**config.mk**
```make
export PLATFORM = sky130hd
export DESIGN_NAME = ovr_power_regs
export DESIGN_NICKNAME = d
export VERILOG_FILES = /design/src/verilog/ovr_power_pkg.sv /design/src/verilog/ovr_power_regs.sv
export VERILOG_INCLUDE_DIRS = /design/src /design/src/verilog
export SDC_FILE = /design/constraint.sdc
export NUM_CORES = 1
export LEC_CHECK = 0
export BUFFER_PORTS_ARGS = -buffer_cell sky130_fd_sc_hd__buf_2
export CAP_MARGIN = 20
export CORE_ASPECT_RATIO = 1.5
export CORE_MARGIN = 4
export CORE_UTILIZATION = 30
export CTS_BUF_LIST = sky130_fd_sc_hd__clkbuf_2
export CTS_CLUSTER_SIZE = 8
export DETAILED_ROUTE_END_ITERATION = 12
export PLACE_DENSITY = 0.58
export SYNTH_ARGS = -nofsm -noshare
export SYNTH_HDL_FRONTEND = slang
export SYNTH_SLANG_ARGS = --single-unit
```
**constraint.sdc**
```tcl
create_clock -name CLOCK -period 2.8 [get_ports CLOCK]
set_input_delay 0.28 -clock CLOCK [delete_from_list [all_inputs] [get_ports CLOCK]]
set_output_delay 0.28 -clock CLOCK [all_outputs]
set_load 0.05 [all_outputs]
```
**src/verilog/ovr_power_defines.svh**
```systemverilog
`ifndef OVR_POWER_DEFINES_SVH
`define OVR_POWER_DEFINES_SVH

// register addresses
`define ADDR_OVERRANGE_THRESHOLD_LEVEL 12'h0211
`define ADDR_OVERRANGE_CONFIG         12'h0213
`define ADDR_INITIALIZATION_STATUS    12'h0270
`define ADDR_POWER_PROFILE_SECOND     12'h029A
`define ADDR_POWER_PROFILE_THIRD      12'h029B

// reset values
`define RST_OVERRANGE_THRESHOLD       8'hF2
`define RST_OVERRANGE_CONFIG          8'h07
`define RST_POWER_PROFILE_SECOND      8'h0F
`define RST_POWER_PROFILE_THIRD       8'h04

// field positions in the over-range config register
`define OVERRANGE_CONFIG_ENABLE_BIT            3
`define OVERRANGE_CONFIG_EXP_MSB               2
`define OVERRANGE_CONFIG_EXP_LSB               0

// accepted power codes for the second profile register
`define POWER2_LOW_POWER              8'h06
`define POWER2_HIGH_PERF              8'h0F

// pulse stretch base: 4 * 2^N sampling cycles
`define OVR_HOLD_BASE_LOG2            2
`define OVR_INIT_CYCLES               16

`endif

```
**src/verilog/ovr_power_pkg.sv**
```systemverilog
package ovr_power_pkg;
   typedef struct packed {
      logic       wr;
      logic       rd;
      logic [11:0] addr;
      logic [7:0] wdata;
   } reg_req_t;

   typedef enum logic [1:0] {
      INIT_RUN  = 2'b00,
      INIT_DONE = 2'b01
   } init_state_t;
endpackage : ovr_power_pkg

```
**src/verilog/ovr_power_regs.sv**
```systemverilog
`timescale 1ns/10ps
`include "ovr_power_defines.svh"
module ovr_power_regs #(
   parameter int SAMPLE_W   = 12,
   parameter int INIT_CYCLES = `OVR_INIT_CYCLES
) (
   input  wire logic                   CLOCK,
   input  wire logic                   RST_N,
   input  wire ovr_power_pkg::reg_req_t REQ,
   output      logic [7:0]             RDATA,
   input  wire logic [4*SAMPLE_W-1:0]  SAMPLES,
   output      logic [3:0]             OVERRANGE_FLAGS,
   output      logic [7:0]             POWER_PROFILE_CODE_SECOND,
   output      logic [7:0]             POWER_PROFILE_THIRD
);
   localparam int CNT_W = 10;

   logic [7:0]       thr_reg, thr_next;
   logic [7:0]       cfg_reg, cfg_next;
   logic [7:0]       pw2_reg, pw2_next;
   logic [7:0]       pw3_reg, pw3_next;
   logic [7:0]       rdata_reg, rdata_next;
   logic [4:0]       init_cnt_reg, init_cnt_next;
   ovr_power_pkg::init_state_t init_reg, init_next;
   logic [3:0]       flag_reg, flag_next;
   logic [CNT_W-1:0] hold_reg [4];
   logic [CNT_W-1:0] hold_next [4];
   logic [3:0]       hit;
   logic [CNT_W-1:0] hold_len;
   logic             overrange_output_enable;

   assign overrange_output_enable   = cfg_reg[`OVERRANGE_CONFIG_ENABLE_BIT];
   // 4 * 2^N, N up to 7 gives 512 cycles
   assign hold_len = CNT_W'(1) << (`OVR_HOLD_BASE_LOG2
                     + cfg_reg[`OVERRANGE_CONFIG_EXP_MSB:`OVERRANGE_CONFIG_EXP_LSB]);

   genvar g;
   generate
      for (g = 0; g < 4; g++) begin : g_chan
         logic signed [SAMPLE_W-1:0] s;
         logic        [SAMPLE_W-1:0] mag;
         logic        [7:0]          top;
         assign s   = SAMPLES[g*SAMPLE_W +: SAMPLE_W];
         assign mag = s[SAMPLE_W-1] ? SAMPLE_W'(-s) : SAMPLE_W'(s);
         // top 8 magnitude bits against code/256 of full scale
         assign top = mag[SAMPLE_W-1] ? 8'hFF : mag[SAMPLE_W-2 -: 8];
         assign hit[g] =
            (top >= thr_reg);
      end
   endgenerate

   always_comb begin
      flag_next = flag_reg;
      for (int i = 0; i < 4; i++) begin
         hold_next[i] = hold_reg[i];
         if (hit[i]) begin
            flag_next[i] = 1'b1;
            hold_next[i] = hold_len - CNT_W'(1);
         end else if (hold_reg[i] != '0) begin
            hold_next[i] = hold_reg[i] - CNT_W'(1);
         end else begin
            flag_next[i] = 1'b0;
         end
      end
   end

   always_ff @(posedge CLOCK or negedge RST_N) begin
      if (!RST_N) begin
         flag_reg <= 4'h0;
         for (int i = 0; i < 4; i++) hold_reg[i] <= '0;
      end else begin
         flag_reg <= flag_next;
         for (int i = 0; i < 4; i++) hold_reg[i] <= hold_next[i];
      end
   end

   assign OVERRANGE_FLAGS = overrange_output_enable ? flag_reg : 4'h0;

   always_comb begin
      init_next     = init_reg;
      init_cnt_next = init_cnt_reg;
      case (init_reg)
         ovr_power_pkg::INIT_RUN: begin
            init_cnt_next = init_cnt_reg + 5'h01;
            if (init_cnt_reg == 5'(INIT_CYCLES - 1))
               init_next = ovr_power_pkg::INIT_DONE;
         end
         ovr_power_pkg::INIT_DONE: init_next = ovr_power_pkg::INIT_DONE;
         default: init_next = ovr_power_pkg::INIT_RUN;
      endcase
   end

   always_ff @(posedge CLOCK or negedge RST_N) begin
      if (!RST_N) begin
         init_reg     <= ovr_power_pkg::INIT_RUN;
         init_cnt_reg <= 5'h00;
      end else begin
         init_reg     <= init_next;
         init_cnt_reg <= init_cnt_next;
      end
   end

   always_comb begin
      thr_next   = thr_reg;
      cfg_next   = cfg_reg;
      pw2_next   = pw2_reg;
      pw3_next   = pw3_reg;
      rdata_next = rdata_reg;
      if (REQ.wr) begin
         case (REQ.addr)
            `ADDR_OVERRANGE_THRESHOLD_LEVEL: thr_next = REQ.wdata;
            `ADDR_OVERRANGE_CONFIG: cfg_next = {4'h0, REQ.wdata[3:0]};
            `ADDR_POWER_PROFILE_SECOND: begin
               // reserved codes are dropped so the mode never goes undefined
               if (REQ.wdata == `POWER2_LOW_POWER ||
                   REQ.wdata == `POWER2_HIGH_PERF)
                  pw2_next = REQ.wdata;
            end
            `ADDR_POWER_PROFILE_THIRD: pw3_next = REQ.wdata;
            default: ;
         endcase
      end
      if (REQ.rd) begin
         case (REQ.addr)
            `ADDR_OVERRANGE_THRESHOLD_LEVEL: rdata_next = thr_reg;
            `ADDR_OVERRANGE_CONFIG: rdata_next = cfg_reg;
            `ADDR_INITIALIZATION_STATUS:
               rdata_next = {7'h00, init_reg == ovr_power_pkg::INIT_DONE};
            `ADDR_POWER_PROFILE_SECOND: rdata_next = pw2_reg;
            `ADDR_POWER_PROFILE_THIRD: rdata_next = pw3_reg;
            default: rdata_next = 8'h00;
         endcase
      end
   end

   always_ff @(posedge CLOCK or negedge RST_N) begin
      if (!RST_N) begin
         thr_reg   <= `RST_OVERRANGE_THRESHOLD;
         cfg_reg   <= `RST_OVERRANGE_CONFIG;
         pw2_reg   <= `RST_POWER_PROFILE_SECOND;
         pw3_reg   <= `RST_POWER_PROFILE_THIRD;
         rdata_reg <= 8'h00;
      end else begin
         thr_reg   <= thr_next;
         cfg_reg   <= cfg_next;
         pw2_reg   <= pw2_next;
         pw3_reg   <= pw3_next;
         rdata_reg <= rdata_next;
      end
   end

   assign RDATA                     = rdata_reg;
   assign POWER_PROFILE_CODE_SECOND = pw2_reg;
   assign POWER_PROFILE_THIRD       = pw3_reg;

   // length of each channel-0 flag run, and the length its last hit asked
   // for; captured at the hit so a mid-pulse exponent change stays legal
   logic [CNT_W:0]   run_reg, run_next;
   logic [CNT_W-1:0] want_reg, want_next;

   always_comb begin
      run_next  = run_reg;
      want_next = want_reg;
      if (hit[0])
         want_next = hold_len;
      if (!flag_reg[0])
         run_next = '0;
      else if (run_reg != '1)
         run_next = run_reg + (CNT_W+1)'(1);
   end

   always_ff @(posedge CLOCK or negedge RST_N) begin
      if (!RST_N) begin
         run_reg  <= '0;
         want_reg <= '0;
      end else begin
         run_reg  <= run_next;
         want_reg <= want_next;
      end
   end
endmodule : ovr_power_regs

```
==> results.sh <==
export IMPL_ys_seq_area_share_pct=34.8
export IMPL_path_class="register to register"
export IMPL_clk_latency_ns=0.59
export IMPL_cts_tree="yes"
export IMPL_placedCellCount=1014
export IMPL_synth_top_family_by_area="simple AND/OR/NAND/NOR gates"
export IMPL_ant_nets=0
export IMPL_synth_commonest_cells="dfrtp_1 (73), mux2i_1 (45), mux2_2 (41)"
export IMPL_regToRegSetupSlack_ns=0.29
export IMPL_synth_area_mm2=0.00622
export IMPL_cts_root_buffer="clkbuf_2"
export IMPL_grt_pass1_vias=5176
export IMPL_finalSetupViolCount=0
export IMPL_crit_family="flip-flops"
export IMPL_arrival_ns=3.00
export IMPL_worstMarginPinSlew_ns=0.704
export IMPL_drc=0
export IMPL_rsz0062_at_grt="false"
export IMPL_fillers=2087
export IMPL_pwr_density_cell_mw_per_mm2=339
export IMPL_grt_ovfl_total=0
export IMPL_synth_fa_ha_area_share_pct=8.04
export IMPL_synth_xor_area_share_pct=3.52
export IMPL_yosys_area_top_type="dfrtp_1"
export IMPL_final_cells=1041
export IMPL_hold_viol=0
export IMPL_drt_wl_total_mm=16.2
export IMPL_dieWidth_um=126
export IMPL_crit_required_ns=3.29
export IMPL_finalClockSkew_ns=0.0464
export IMPL_synth_area_mux_share_pct=14.9
export IMPL_leakagePower_uw=0.00350
export IMPL_start_util_pct=30.5
export IMPL_crit_buf_inv=2
export IMPL_status="finished clean"
export IMPL_synth_simple_area_share_pct=18.4
export IMPL_antenna_found_initial=1
export IMPL_grtUsageTotal_pct=13.7
export IMPL_dr_total_vias=5332
export IMPL_syn_num_nets=751
export IMPL_clock_sinks=86
export IMPL_yosys_most_used_dff="dfrtp_1"
export IMPL_synth_distinct_cells=60
export IMPL_critPathMaxStageDelay_ns=0.59
export IMPL_gp_congestion=0.790
export IMPL_core_mm2=0.0204
export IMPL_path_clk_slew_ns=0.23
export IMPL_yosys_warnings=0
export IMPL_synth_top_area_share_pct=29.4
export IMPL_dr_pass1_iters=4
export IMPL_numPortBuffers=99
export IMPL_worst_slack_ns=0.295
export IMPL_path_max_fanout=8
export IMPL_whs_ns=0.109
export IMPL_drive_gt1_share_pct=29.4
export IMPL_synth_compound_area_share_pct=16.3
export IMPL_maxCapViolations=0
export IMPL_place_ws_ns=-0.300
export IMPL_dp_hpwl_mm=12.7
export IMPL_cp_slowest_cell="dfstp_2"
export IMPL_htree_levels=3
export IMPL_wl_per_cell_um=15.6
export IMPL_synth_area_leaders="dfrtp_1 (29%), ha_1 (8.0%), mux2_2 (7.4%)"
export IMPL_crit_path_end_kind="register"
export IMPL_largest_reg_flops=40
export IMPL_period_share_pct=89.5
export IMPL_slew_viol_final=0
export IMPL_area_growth_pct=21.2
export IMPL_yosysMostFrequentCell="dfrtp_1"
export IMPL_via_per_inst=5.12
export IMPL_cts_setup_buffers=0
export IMPL_ios=100
export IMPL_drt_iter0_drc=218
export IMPL_die_h_um=184
export IMPL_vdd_ir_drop_worst_v=0.000170
export IMPL_layout_nets=883
export IMPL_synth_cells=639
export IMPL_hp_class="input port to register"
export IMPL_crit_path_cell_trace="ha_1, nor2_1, nand3b_1, ha_1, buf_4, mux2i_1, o2bb2ai_1, buf_4, mux2_2"
export IMPL_yosys_register_bits=86
export IMPL_grt_max_degree=46
export IMPL_max_freq_mhz=399
export IMPL_syn_area_per_cell_um2=9.74
export IMPL_start_kind="register"
export IMPL_post_route_util_pct=36.9
export IMPL_multiInputGateArea_mm2=0.00381
export IMPL_period_minus_slack_ns=2.51
export IMPL_cts_made_buffers=9
export IMPL_rows=64
export IMPL_seq_area_mm2=0.00217
export IMPL_relSlewSlack_pct=52.6
export IMPL_async_flop_share_pct=100
export IMPL_grt_pass1_wl_mm=25.6
export IMPL_die_area_mm2=0.0232
export IMPL_cts_buffer_depth=2
export IMPL_synth_edf_count=0
==> metal layers <==
layer | routed length, um | track usage (%) | vias up
met5 | 0 | 0 | -
met4 | 456 | 5.82 | 0
met3 | 450 | 2.03 | 27
met2 | 8960 | 26.6 | 70
met1 | 6350 | 14.5 | 2556
li1 | - | - | 2679
==> report_power, final <==
group	total [uW]	leakage (uW)	switching (uW)	internal, uW
clock network	737	0.0000835	440	298
logic	530	0.00233	270	261
registers	1290	0.00109	22.5	1270
total	2560	0.00350	732	1830
==> area by class of cell <==
class                   instances  share of cell area [%]
multi-input cells             490                    50.6
inverters                      36                    1.79
clock inverters                 6                    1.15
well taps                     264                    4.38
clock buffers                  10                   0.664
diodes                          1                  0.0332
repair buffers                148                    12.6
flip-flops and latches         86                    28.8
==> stage by stage <==
step / total power, uW / setup TNS [ns] / area (um2)
global route: 2700 / 0 / 7540
global placement: 1830 / -8.14 / 7300
CTS: 2600 / 0 / 7540
detailed placement: 1830 / -9.14 / 7300
finish: 2560 / 0 / 7540
floorplan: 1610 / -0.557 / 6260
==> layout by cell type, fill, tap and decap left out, types with 5 or more instances in the layout <==
| master | count |
|---|---|
| dfstp_2 | 13 |
| nor4_1 | 23 |
| inv_1 | 36 |
| nand3b_1 | 5 |
| dfrtp_1 | 73 |
| o21a_1 | 15 |
| or4_1 | 8 |
| a21o_1 | 8 |
| o41a_1 | 5 |
| mux2_2 | 38 |
| o21ai_0 | 22 |
| xor2_1 | 13 |
| a21boi_0 | 9 |
| clkbuf_2 | 10 |
| mux2i_1 | 45 |
| buf_2 | 98 |
| ha_1 | 40 |
| nand3_1 | 5 |
| buf_4 | 35 |
| a31oi_1 | 7 |
| nor2b_1 | 15 |
| nor3b_1 | 5 |
| nor2_1 | 27 |
| a21oi_1 | 14 |
| xnor2_1 | 12 |
| or3_1 | 5 |
| nand2_1 | 36 |
| or4_4 | 5 |
| o22ai_1 | 12 |
| buf_12 | 5 |
| dlygate4sd3_1 | 10 |
| nor3_1 | 16 |
| nand4_1 | 5 |
| o211ai_1 | 8 |
| a211oi_1 | 9 |
| and2_1 | 8 |
| o31ai_1 | 9 |
==> what timing repair did <==
item,CTS,global route
hold buffers,10,0
gates resized for setup,0,0
hold endpoints to repair,64,0
==> worst register-to-register path, delay by kind of cell (launching register included) <==
kind,cells,cell delay [ns]
adder cells (fa/ha/maj),2,0.57
multiplexers,2,0.39
AND/OR/NAND/NOR,2,0.49
AO/OA/AOI/OAI,1,0.09
buffers and inverters,2,0.33
flip-flops,1,0.59
==> cells by family (layout without fill, tap and decap cells) <==
| family | after synthesis | count (layout) |
|---|---|---|
| flops | 86 | 86 |
| mux | 87 | 87 |
| xor+xnor | 25 | 25 |
| other cells | 0 | 1 |
| fa+ha+maj | 40 | 40 |
| compound gates | 145 | 145 |
| simple gates | 193 | 193 |
| buf+inv | 63 | 200 |
==> path summary, 6_finish.rpt <==
path / cells past startpoint / start / end
min in group asynchronous: 2 / RST_N / hold_reg[39]
setup / recovery: 9 / cfg_reg[2] / hold_reg[34]
setup reg to reg: 9 / cfg_reg[2] / hold_reg[34]
hold reg to reg: 1 / init_cnt_reg[3] / init_cnt_reg[3]
hold / removal: 4 / REQ[10] / RDATA[0]
max in group asynchronous: 3 / RST_N / thr_reg[6]
No activity file was read; power rests on OpenSTA's default activity.
